===== config.mk =====
export PLATFORM = sky130hd
export DESIGN_NAME = tal_top
export DESIGN_NICKNAME = d
export VERILOG_FILES = /design/src/tal_pkg.sv /design/src/tal_channel.sv /design/src/tal_top.sv
export SDC_FILE = /design/constraint.sdc
export NUM_CORES = 1
export LEC_CHECK = 0
export ABC_AREA = 1
export BUFFER_PORTS_ARGS = -buffer_cell sky130_fd_sc_hd__buf_4
export CAP_MARGIN = 15
export CORE_ASPECT_RATIO = 2
export CORE_UTILIZATION = 35
export CTS_CLUSTER_SIZE = 16
export DETAILED_ROUTE_END_ITERATION = 8
export REMOVE_ABC_BUFFERS = 1
export SLEW_MARGIN = 20
export SYNTH_ARGS = -nofsm -noshare
export SYNTH_HDL_FRONTEND = slang
export SYNTH_HIERARCHICAL = 1
export SYNTH_SLANG_ARGS = --single-unit

===== constraint.sdc =====
create_clock -name i_clk -period 2.5 [get_ports i_clk]
set_input_delay 0.5 -clock i_clk [delete_from_list [all_inputs] [get_ports i_clk]]
set_output_delay 0.5 -clock i_clk [all_outputs]
set_load 0.01 [all_outputs]

===== src/tal_pkg.sv =====
// Package: constants for the temperature alarm and fault logic
package tal_pkg;
    // ------------------------------------------------------------
    // Register map and field positions
    // ------------------------------------------------------------
    localparam logic [7:0] TAL_ADDR_PRIMARY_STATUS = 8'h02;
    localparam logic [7:0] TAL_ADDR_SECONDARY_STATUS = 8'h23;
    localparam int TAL_BIT_OPEN = 2;
    localparam int TAL_BIT_LOW = 3;
    localparam int TAL_BIT_HIGH = 4;
    localparam int TAL_BIT_TRIP = 1;
    localparam int TAL_CFG_MASK_ALL = 7;
    localparam int TAL_CFG_MASK_R1 = 1;
    localparam int TAL_CFG_MASK_R2 = 0;
    localparam int TAL_CONSEC_MASK_LOCAL = 5;
    // ------------------------------------------------------------
    // Reset values and channel count
    // ------------------------------------------------------------
    localparam logic [7:0] TAL_TRIP_DEFAULT = 8'h55;   // 85 degrees
    localparam logic [7:0] TAL_HYST_DEFAULT = 8'h0A;   // 10 degrees
    localparam int TAL_NCH = 3;
    localparam int TAL_CH_LOCAL = 0;
    localparam int TAL_CH_R1 = 1;
    localparam int TAL_CH_R2 = 2;
    // Alert pin state machine
    typedef enum logic [1:0] {
        TAL_AL_IDLE = 2'b00,
        TAL_AL_ASSERT = 2'b01,
        TAL_AL_SERVED = 2'b11
    } tal_alert_st_t;
endpackage


===== src/tal_channel.sv =====
// Per-channel result hold, offset correction and trip comparators
`timescale 1ns/1ps
module tal_channel
    import tal_pkg::*;
(
    // Clock and reset
    input wire logic i_clk,
    input wire logic i_rst,
    // Measurement side
    input wire logic i_conv_done,
    input wire logic [9:0] i_raw,
    input wire logic i_fault,
    input wire logic signed [9:0] i_offset,
    // Limits
    input wire logic signed [9:0] i_high,
    input wire logic signed [9:0] i_low,
    input wire logic signed [9:0] i_trip,
    input wire logic [7:0] i_hyst,
    // Results
    output logic signed [9:0] o_temp,
    output logic o_high,
    output logic o_low,
    output logic o_trip,
    output logic o_trip2
);
    logic signed [9:0] temp_q, temp_d;
    logic trip_q, trip_d, trip2_q, trip2_d;
    logic signed [10:0] trip_rel, high_rel;

    // Release points: limit minus hysteresis, one extra bit for wrap
    always_comb begin
        trip_rel = 11'(i_trip) - 11'(signed'({1'b0, i_hyst}));
        high_rel = 11'(i_high) - 11'(signed'({1'b0, i_hyst}));
        temp_d = temp_q;
        // Faulty data never overwrites the last good value
        if (i_conv_done && !i_fault) begin
            temp_d = signed'(i_raw) + i_offset;
        end
        trip_d = trip_q;
        if (temp_q > i_trip) begin
            trip_d = 1'b1;
        end else if (11'(temp_q) <= trip_rel) begin
            trip_d = 1'b0;
        end
        trip2_d = trip2_q;
        if (temp_q > i_high) begin
            trip2_d = 1'b1;
        end else if (11'(temp_q) <= high_rel) begin
            trip2_d = 1'b0;
        end
    end

    // Register stage
    always_ff @(posedge i_clk) begin
        if (i_rst) begin
            temp_q <= '0;
            trip_q <= 1'b0;
            trip2_q <= 1'b0;
        end else begin
            temp_q <= temp_d;
            trip_q <= trip_d;
            trip2_q <= trip2_d;
        end
    end

    // Limit compares act on stored value, so they work in standby too
    assign o_temp = temp_q;
    assign o_high = temp_q > i_high;
    assign o_low = temp_q <= i_low;
    assign o_trip = trip_q;
    assign o_trip2 = trip2_q;
endmodule // tal_channel


===== src/tal_top.sv =====
// Top: alarm, fail-safe trip and open-fault status logic
// Function
// Open comparator sampled only at conversion start.
// Remote one open fault sets bit 2 of status at 0x02.
// Remote two open fault sets bit 2 of status at 0x23.
// Alarm mode: open fault flags drive alarm output low.
// Faulty remote conversions leave last good result in place.
// Alarm when above high limit or at or below low limit.
// Alarm maskable; fail-safe trip has no mask.
// Alarm released after alert response, cleared condition, cleared status.
// Trip asserts when any channel exceeds its trip limit.
// Trip releases at limit minus shared hysteresis.
// Trip limits reset to 85 degrees.
// Hysteresis resets to 10, reprogrammable.
// Second trip mode: asserts above high limits, unmaskable, hysteresis.
// Calibration offset added to each measurement.
// Host should program trip limits at or above high limits.
// Mask bits: local, remote one, remote two, all.
// Newly written limits in standby still raise alarms.
// Limit status bits stick until the status register is read.
`timescale 1ns/1ps
module tal_top
    import tal_pkg::*;
(
    // Clock and reset
    input wire logic i_clk,
    input wire logic i_rst,
    // Conversion front end: one shared start; done, open bit and ten raw bits per channel
    input wire logic i_conv_start,
    input wire logic [TAL_NCH-1:0] i_conv_done,
    input wire logic [TAL_NCH-1:0] i_open_cmp,
    input wire logic [29:0] i_raw,
    // Programmed values; offset and limit fields ten bits per channel
    input wire logic [29:0] i_offset,
    input wire logic [29:0] i_high,
    input wire logic [29:0] i_low,
    input wire logic i_trip_wr,
    input wire logic [29:0] i_trip,
    input wire logic i_hyst_wr,
    input wire logic [7:0] i_hyst,
    input wire logic [7:0] i_cfg,
    input wire logic [7:0] i_consec,
    input wire logic i_pin_is_trip2,
    // Status read and alert response
    input wire logic i_rd_en,
    input wire logic [7:0] i_rd_addr,
    input wire logic i_ara_served,
    // Outputs
    output logic [7:0] o_rd_data,
    output logic o_alarm_n,
    output logic o_failsafe_trip_n,
    output logic [29:0] o_temp
);
    // ------------------------------------------------------------
    // Programmable trip limits and hysteresis
    // ------------------------------------------------------------
    logic [29:0] trip_q, trip_d;
    logic [7:0] hyst_q, hyst_d;
    logic [TAL_NCH-1:0] open_q, open_d, hi_q, hi_d, lo_q, lo_d;
    logic [TAL_NCH-1:0] hi_now, lo_now, trip_now, trip2_now;
    logic [TAL_NCH-1:0] mask;
    logic [7:0] rd_d, rd_q;
    logic alarm_n_q, alarm_n_d, fs_n_q, fs_n_d;
    logic rd_p, rd_s, cause;
    tal_alert_st_t st_q, st_d;

    function automatic logic [9:0] fld(input logic [29:0] v, input int c);
        fld = v[c*10 +: 10];
    endfunction

    // Channel datapaths
    for (genvar c = 0; c < TAL_NCH; c++) begin : g_ch
        tal_channel u_ch (
            .i_clk(i_clk),
            .i_rst(i_rst),
            .i_conv_done(i_conv_done[c]),
            .i_raw(fld(i_raw, c)),
            .i_fault(open_q[c]),
            .i_offset(signed'(fld(i_offset, c))),
            .i_high(signed'(fld(i_high, c))),
            .i_low(signed'(fld(i_low, c))),
            .i_trip(signed'(fld(trip_q, c))),
            .i_hyst(hyst_q),
            .o_temp(o_temp[c*10 +: 10]),
            .o_high(hi_now[c]),
            .o_low(lo_now[c]),
            .o_trip(trip_now[c]),
            .o_trip2(trip2_now[c])
        );
    end

    // Mask per source plus global mask
    always_comb begin
        mask[TAL_CH_LOCAL] = i_consec[TAL_CONSEC_MASK_LOCAL];
        mask[TAL_CH_R1] = i_cfg[TAL_CFG_MASK_R1];
        mask[TAL_CH_R2] = i_cfg[TAL_CFG_MASK_R2];
        mask = mask | {TAL_NCH{i_cfg[TAL_CFG_MASK_ALL]}};
    end

    // ------------------------------------------------------------
    // Status flags and read port
    // ------------------------------------------------------------
    always_comb begin
        trip_d = i_trip_wr ? i_trip : trip_q;
        hyst_d = i_hyst_wr ? i_hyst : hyst_q;
        rd_p = i_rd_en && (i_rd_addr == TAL_ADDR_PRIMARY_STATUS);
        rd_s = i_rd_en && (i_rd_addr == TAL_ADDR_SECONDARY_STATUS);
        // A read clears sticky bits but a live cause sets them again
        open_d = open_q;
        hi_d = hi_q;
        lo_d = lo_q;
        if (rd_p) begin
            open_d[TAL_CH_R1] = 1'b0;
            hi_d[1:0] = 2'b00;
            lo_d[1:0] = 2'b00;
        end
        if (rd_s) begin
            open_d[TAL_CH_R2] = 1'b0;
            hi_d[TAL_CH_R2] = 1'b0;
            lo_d[TAL_CH_R2] = 1'b0;
        end
        // Open comparator checked only as a conversion starts
        if (i_conv_start) begin
            open_d[TAL_CH_R1] = open_d[TAL_CH_R1] | i_open_cmp[TAL_CH_R1];
            open_d[TAL_CH_R2] = open_d[TAL_CH_R2] | i_open_cmp[TAL_CH_R2];
        end
        hi_d = hi_d | hi_now;
        lo_d = lo_d | lo_now;
        rd_d = 8'h00;
        if (rd_p) begin
            rd_d[TAL_BIT_OPEN] = open_q[TAL_CH_R1];
            rd_d[TAL_BIT_HIGH] = hi_q[TAL_CH_R1] | hi_q[TAL_CH_LOCAL];
            rd_d[TAL_BIT_LOW] = lo_q[TAL_CH_R1] | lo_q[TAL_CH_LOCAL];
            rd_d[TAL_BIT_TRIP] = |trip_now;
        end else if (rd_s) begin
            rd_d[TAL_BIT_OPEN] = open_q[TAL_CH_R2];
            rd_d[TAL_BIT_HIGH] = hi_q[TAL_CH_R2];
            rd_d[TAL_BIT_LOW] = lo_q[TAL_CH_R2];
        end
    end

    // ------------------------------------------------------------
    // Alarm pin and fail-safe trip
    // ------------------------------------------------------------
    always_comb begin
        // Unmasked flag or open fault requests alarm
        cause = |((hi_q | lo_q | open_q) & ~mask);
        st_d = st_q;
        unique case (st_q)
            TAL_AL_IDLE: if (cause) st_d = TAL_AL_ASSERT;
            TAL_AL_ASSERT: if (i_ara_served) st_d = TAL_AL_SERVED;
            // Release needs response, cleared status and cause
            TAL_AL_SERVED: if (!cause) st_d = TAL_AL_IDLE;
            default: st_d = TAL_AL_IDLE;
        endcase
        if (i_pin_is_trip2) begin
            alarm_n_d = ~(|trip2_now);
        end else begin
            alarm_n_d = (st_d == TAL_AL_IDLE);
        end
        fs_n_d = ~(|trip_now);
    end

    // Register stage
    always_ff @(posedge i_clk) begin
        if (i_rst) begin
            // Zero-extend: the default limit is a positive temperature
            trip_q <= {TAL_NCH{10'(TAL_TRIP_DEFAULT)}};
            hyst_q <= TAL_HYST_DEFAULT;
            open_q <= '0;
            hi_q <= '0;
            lo_q <= '0;
            rd_q <= 8'h00;
            st_q <= TAL_AL_IDLE;
            alarm_n_q <= 1'b1;
            fs_n_q <= 1'b1;
        end else begin
            trip_q <= trip_d;
            hyst_q <= hyst_d;
            open_q <= open_d;
            hi_q <= hi_d;
            lo_q <= lo_d;
            rd_q <= rd_d;
            st_q <= st_d;
            alarm_n_q <= alarm_n_d;
            fs_n_q <= fs_n_d;
        end
    end

    assign o_rd_data = rd_q;
    assign o_alarm_n = alarm_n_q;
    assign o_failsafe_trip_n = fs_n_q;

    // ------------------------------------------------------------
    // Checks
    // ------------------------------------------------------------
    AST_OPEN_SET: assert property (@(posedge i_clk) disable iff (i_rst)
        i_conv_start && i_open_cmp[TAL_CH_R1] |=> open_q[TAL_CH_R1])
        else $error("open flag not set at conversion start");
    AST_OPEN_HOLD: assert property (@(posedge i_clk) disable iff (i_rst)
        !i_conv_start && !rd_p |=> $stable(open_q[TAL_CH_R1]))
        else $error("open flag changed outside conversion start");
    AST_FS_TRIP: assert property (@(posedge i_clk) disable iff (i_rst)
        |trip_now |=> !o_failsafe_trip_n)
        else $error("trip output not low");
    AST_FS_NOMASK: assert property (@(posedge i_clk) disable iff (i_rst)
        !(|trip_now) |=> o_failsafe_trip_n)
        else $error("trip output low with no trip");
    AST_ALARM_HOLD: assert property (@(posedge i_clk) disable iff (i_rst)
        st_q == TAL_AL_ASSERT && !i_ara_served && !i_pin_is_trip2
        |=> !o_alarm_n)
        else $error("alarm released before alert response");
    AST_ALARM_SET: assert property (@(posedge i_clk) disable iff (i_rst)
        st_q == TAL_AL_IDLE && cause && !i_pin_is_trip2 |=> !o_alarm_n)
        else $error("alarm not raised");
    AST_TRIP2: assert property (@(posedge i_clk) disable iff (i_rst)
        i_pin_is_trip2 && |trip2_now |=> !o_alarm_n)
        else $error("second trip not low");
    AST_STICKY: assert property (@(posedge i_clk) disable iff (i_rst)
        hi_q[TAL_CH_R2] && !rd_s |=> hi_q[TAL_CH_R2])
        else $error("high flag lost without read");
endmodule // tal_top


==> run_summary.xml <==
<?xml version="1.0" encoding="UTF-8"?>
<metrics>
  <group name="cells_and_area">
    <metric name="layoutNonFillerInstCount" unit="">2479</metric>
    <metric name="final_common_cell" unit="">sky130_fd_sc_hd__nand2_1</metric>
    <metric name="seqCellArea" unit="sq um">1830</metric>
    <metric name="multi_input_area" unit="sq um">8610</metric>
    <metric name="finish.instance_area" unit="sq um">15200</metric>
    <metric name="area_growth_syn_to_layout" unit="%">35.7</metric>
    <metric name="final_cell_mix" unit="">sky130_fd_sc_hd__nand2_1, sky130_fd_sc_hd__buf_4, sky130_fd_sc_hd__inv_1</metric>
    <metric name="finish.net_count" unit="">2485</metric>
    <metric name="final_layout_size_suffix_gt1_share" unit="%">25.4</metric>
    <metric name="num-fill-cells" unit="">3307</metric>
  </group>
  <group name="setup_path">
    <metric name="crit_path_max_fanout" unit="">4</metric>
    <metric name="timing.critical_path.cells" unit="">clkinvlp_4, ha_4, a21oi_2, o21ai_4, nand4_1, nand2_1, nand2_2, nand3_1, nand2_1, nand2_1, ha_1, nand2_2, nor2_4, and2_4, nand3_1, nand2_1, inv_1, nand3_1, a21oi_1</metric>
    <metric name="r2r_setup_slack" unit="ns">-0.19</metric>
    <metric name="r2r-end" unit="">g_ch[1].u_ch/o_trip</metric>
    <metric name="setup.worst_path.start_class" unit="">flop</metric>
    <metric name="cpMaxStageDelayCell" unit="">sky130_fd_sc_hd__dfxtp_4</metric>
    <metric name="cell_count_of_the_worst_reg_to_reg_path" unit="">19</metric>
    <metric name="worst-setup-path-type" unit="">reg -&gt; reg</metric>
    <metric name="worst_path_dominant_cell_family" unit="">simple AND/OR/NAND/NOR gates</metric>
    <metric name="critical_path.n_buffers_inverters" unit="">2</metric>
    <metric name="peak_per_stage_delay_on_the_critical_path" unit="ns">0.40</metric>
    <metric name="worst_path_most_repeated_cell" unit="">sky130_fd_sc_hd__nand2_1</metric>
    <metric name="worstPathRequired" unit="ns">2.74</metric>
    <metric name="worst_r2r_startpoint" unit="">hyst_q[2]</metric>
    <metric name="data_arrival_time_of_the_critical_path" unit="ns">2.93</metric>
    <metric name="cp-end-kind" unit="">flop</metric>
  </group>
  <group name="timing">
    <metric name="worst_clock_skew" unit="ns">0.0105</metric>
    <metric name="grt_setup_unrepaired" unit="">true</metric>
    <metric name="postLayoutSetupSlackWorst" unit="ns">-0.192</metric>
    <metric name="setup_violation_total_in_the_final_timing_report" unit="">5</metric>
    <metric name="finalHoldViolations" unit="">0</metric>
    <metric name="period_utilization_post_route" unit="%">108</metric>
    <metric name="max_freq" unit="MHz">371</metric>
    <metric name="fin_crit" unit="ns">2.69</metric>
    <metric name="timing.final.max_slew_violations" unit="">0</metric>
    <metric name="maxSlewHeadroom" unit="%">54.6</metric>
    <metric name="timing_worst_slew_pin_value" unit="ns">0.675</metric>
  </group>
  <group name="clock_tree">
    <metric name="tritoncts" unit="">yes</metric>
    <metric name="tritoncts.num_buffers" unit="">9</metric>
    <metric name="clkTransAtPathRegs" unit="ns">0.07</metric>
    <metric name="ctsLongestPathBuffers" unit="">2</metric>
    <metric name="cts_root_buf" unit="">sky130_fd_sc_hd__clkbuf_16</metric>
    <metric name="clk_sink_count" unit="">90</metric>
    <metric name="clk_latency" unit="ns">0.37</metric>
    <metric name="htreeDepth" unit="">3</metric>
    <metric name="cts_hold_buf" unit="">0</metric>
  </group>
  <group name="min_path">
    <metric name="end_point_of_the_worst_hold_path" unit="">trip_q[22]</metric>
    <metric name="hold_path_cells" unit="">3</metric>
    <metric name="hold_class" unit="">in -&gt; reg</metric>
    <metric name="timing.hold.worst.start" unit="">i_trip[22]</metric>
  </group>
  <group name="power">
    <metric name="internal-power" unit="uW">3960</metric>
    <metric name="power.density_cell_area" unit="nW/um^2">433</metric>
    <metric name="power.combinational.fraction" unit="%">51.1</metric>
    <metric name="standby_leakage_power" unit="uW">0.00863</metric>
    <metric name="switching_share" unit="%">39.9</metric>
    <metric name="sequentialPowerShare" unit="%">26.9</metric>
    <metric name="power.net_switching" unit="uW">2630</metric>
    <metric name="total_power" unit="uW">6590</metric>
    <metric name="power_frac_clock" unit="%">22.0</metric>
    <metric name="ir_worst_vdd" unit="V">0.000406</metric>
  </group>
  <group name="yosys">
    <metric name="yosys_register_bits" unit="">90</metric>
    <metric name="yosysWarnings" unit="">6</metric>
    <metric name="syn-mean-instance-area" unit="sq um">6.53</metric>
    <metric name="synth_seq_area_share" unit="%">16.1</metric>
    <metric name="synth_edf_count" unit="">0</metric>
    <metric name="syn_inst" unit="">1717</metric>
    <metric name="synth_area" unit="sq um">11200</metric>
    <metric name="asyncSetResetFlopFracSynth" unit="%">0</metric>
    <metric name="ys_types" unit="">42</metric>
    <metric name="synth_ff_type" unit="">sky130_fd_sc_hd__dfxtp_1</metric>
  </group>
  <group name="routing">
    <metric name="initial_drc_count" unit="">266</metric>
    <metric name="detailedRoute.firstPassIterationCount" unit="">5</metric>
    <metric name="routed-via-count" unit="">12000</metric>
    <metric name="vias_per_cell" unit="">4.85</metric>
    <metric name="route.antenna.remaining_nets" unit="">0</metric>
    <metric name="drc_errors" unit="">0</metric>
    <metric name="detail_route.wirelength" unit="mm">37.2</metric>
    <metric name="average_wire_per_standard_cell" unit="um">15.0</metric>
  </group>
  <group name="outcome">
    <metric name="failed_checks" unit="">setup timing</metric>
    <metric name="status" unit="">finished, violations left</metric>
  </group>
  <group name="grt">
    <metric name="grt_max_degree" unit="">32</metric>
    <metric name="number_of_global_route_vias_before_repair" unit="">12000</metric>
    <metric name="track_usage" unit="%">22.6</metric>
    <metric name="grt_pass1_wl" unit="mm">56.5</metric>
    <metric name="globalRoute.totalOverflow" unit="">0</metric>
    <metric name="initial_antenna_violation_count" unit="">1</metric>
  </group>
  <group name="place">
    <metric name="detailed_place.area" unit="sq um">14100</metric>
    <metric name="pre_cts_ws" unit="ns">-0.440</metric>
    <metric name="gp_routability_congestion" unit="">0.902</metric>
    <metric name="dp.cells" unit="">2450</metric>
    <metric name="hpwl" unit="mm">30.8</metric>
    <metric name="port_buffers" unit="">218</metric>
  </group>
  <group name="die">
    <metric name="core_outline_area" unit="sq um">31500</metric>
    <metric name="initial_core_util" unit="%">35.5</metric>
    <metric name="pin_count" unit="">236</metric>
    <metric name="fp-row-count" unit="">92</metric>
    <metric name="die_h" unit="um">255</metric>
    <metric name="die_width" unit="um">129</metric>
    <metric name="die-area" unit="sq um">32800</metric>
  </group>
  <group name="flow_run">
    <metric name="max_cap_viol_count" unit="">0</metric>
  </group>
</metrics>
==> state kept, by name (all words and copies together) (netlist names) <==
register           cells
hyst_q                 8
trip_q                30
o_rd_data              4
lo_q                   3
g_ch.u_ch/o_temp      30
o_alarm_n              1
hi_q                   3
o_failsafe_trip_n      1
g_ch.u_ch/o_trip       3
st_q                   2
g_ch.u_ch/o_trip2      3
open_q                 2
==> power by group through the flow <==
stage,clock (uW),sequential (uW),combinational (uW)
2_1_floorplan,0,1740,1890
3_3_place_gp,0,1800,2980
3_5_place_dp,0,1800,3060
4_1_cts,1490,1770,3150
5_1_grt,1550,1790,3810
6_report,1450,1780,3370
==> cells by family (layout without fill, tap and decap cells) <==
group                    after synthesis  count (layout)  synth area share, %
AND/OR/NAND/NOR                      722             722                 27.0
buffers and inverters                376             709                 13.3
adder cells (fa/ha/maj)              240             240                 27.4
AO/OA/AOI/OAI                        239             239                 12.4
flip-flops                            90              90                 16.1
XOR/XNOR                              49              49                 3.83
other                                  1               7               0.0335
==> metrics by stage <==
stage,setup TNS (ns),hold WS [ns],utilization (%)
CTS,-0.592,0.324,46.4
finish,-0.687,0.343,48.2
global route,-1.56,0.339,48.2
global placement,-1.69,0.478,44.7
floorplan,-0.230,0.429,-
detailed placement,-2.07,0.488,44.7
==> area by class of cell <==
class                           count  share of cell area (%)
Sequential cell                    90                    12.0
Antenna cell                        2                  0.0329
Timing Repair Buffer              339                    16.9
Inverter                          354                    8.98
Multi-Input combinational cell   1255                    56.6
Clock inverter                      3                   0.304
Clock buffer                       13                    1.71
Tap cell                          423                    3.48
==> metal layers <==
metal | GRT usage, % | share of wire, % | up-vias
li1 | - | - | 6163
met1 | 19.4 | 34 | 5501
met2 | 46.7 | 57 | 270
met3 | 3.16 | 3.4 | 95
met4 | 15.0 | 6.0 | 0
met5 | 0 | 0 | -
==> worst reg2reg max path: stages, from the launching register on <==
cell and delay (ns):
sky130_fd_sc_hd__dfxtp_4 0.40, sky130_fd_sc_hd__clkinvlp_4 0.20, sky130_fd_sc_hd__ha_4 0.32, sky130_fd_sc_hd__a21oi_2 0.18, sky130_fd_sc_hd__o21ai_4 0.09, sky130_fd_sc_hd__nand4_1 0.09, sky130_fd_sc_hd__nand2_1 0.09, sky130_fd_sc_hd__nand2_2 0.09
sky130_fd_sc_hd__nand3_1 0.07, sky130_fd_sc_hd__nand2_1 0.06, sky130_fd_sc_hd__nand2_1 0.07, sky130_fd_sc_hd__ha_1 0.29, sky130_fd_sc_hd__nand2_2 0.07, sky130_fd_sc_hd__nor2_4 0.10, sky130_fd_sc_hd__and2_4 0.16, sky130_fd_sc_hd__nand3_1 0.07
sky130_fd_sc_hd__nand2_1 0.06, sky130_fd_sc_hd__inv_1 0.03, sky130_fd_sc_hd__nand3_1 0.07, sky130_fd_sc_hd__a21oi_1 0.06
==> repair_timing <==
| item | 4_1_cts | 5_1_grt |
|---|---|---|
| endpoints found under the setup margin | 6 | 6 |
| resized for setup | 47 | 111 |
| pin swaps | 19 | 81 |
| buffers inserted | 2 | 9 |
| gates cloned | 0 | 0 |
==> Yosys cell counts, types with 4 or more instances <==
master	n	area, sq um
sky130_fd_sc_hd__a21o_1	9	67.6
sky130_fd_sc_hd__a21oi_1	110	551
sky130_fd_sc_hd__a21oi_2	6	52.6
sky130_fd_sc_hd__a31oi_1	4	25.0
sky130_fd_sc_hd__and2_1	7	43.8
sky130_fd_sc_hd__buf_4	7	52.6
sky130_fd_sc_hd__clkbuf_1	10	37.5
sky130_fd_sc_hd__clkinv_1	6	22.5
sky130_fd_sc_hd__dfxtp_1	90	1800
sky130_fd_sc_hd__fa_1	9	180
sky130_fd_sc_hd__ha_1	231	2890
sky130_fd_sc_hd__inv_1	338	1270
sky130_fd_sc_hd__inv_2	8	30.0
sky130_fd_sc_hd__nand2_1	382	1430
sky130_fd_sc_hd__nand3_1	101	505
sky130_fd_sc_hd__nand3b_1	5	37.5
sky130_fd_sc_hd__nand4_1	41	257
sky130_fd_sc_hd__nor2_1	167	627
sky130_fd_sc_hd__nor2_2	9	56.3
sky130_fd_sc_hd__nor3_1	4	20.0
sky130_fd_sc_hd__o211ai_1	4	30.0
sky130_fd_sc_hd__o21ai_0	49	245
sky130_fd_sc_hd__o21ai_1	32	160
sky130_fd_sc_hd__o21ai_2	7	61.3
sky130_fd_sc_hd__o21bai_1	9	67.6
sky130_fd_sc_hd__xnor2_1	7	61.3
sky130_fd_sc_hd__xor2_1	42	368
==> worst max-delay path by stage <==
stage,startpoint,to,slack [ns],cells after the start
floorplan,i_high[10],g_ch[1].u_ch/o_trip2,-0.08,16
global placement,i_high[0],g_ch[0].u_ch/o_trip2,-0.37,17
detailed placement,i_high[0],g_ch[0].u_ch/o_trip2,-0.44,17
CTS,hyst_q[0],g_ch[0].u_ch/o_trip2,-0.13,16
global route,hyst_q[2],g_ch[1].u_ch/o_trip2,-0.33,18
finish,hyst_q[2],g_ch[1].u_ch/o_trip,-0.19,19
Note: power is estimated with default switching activity, not from simulation.
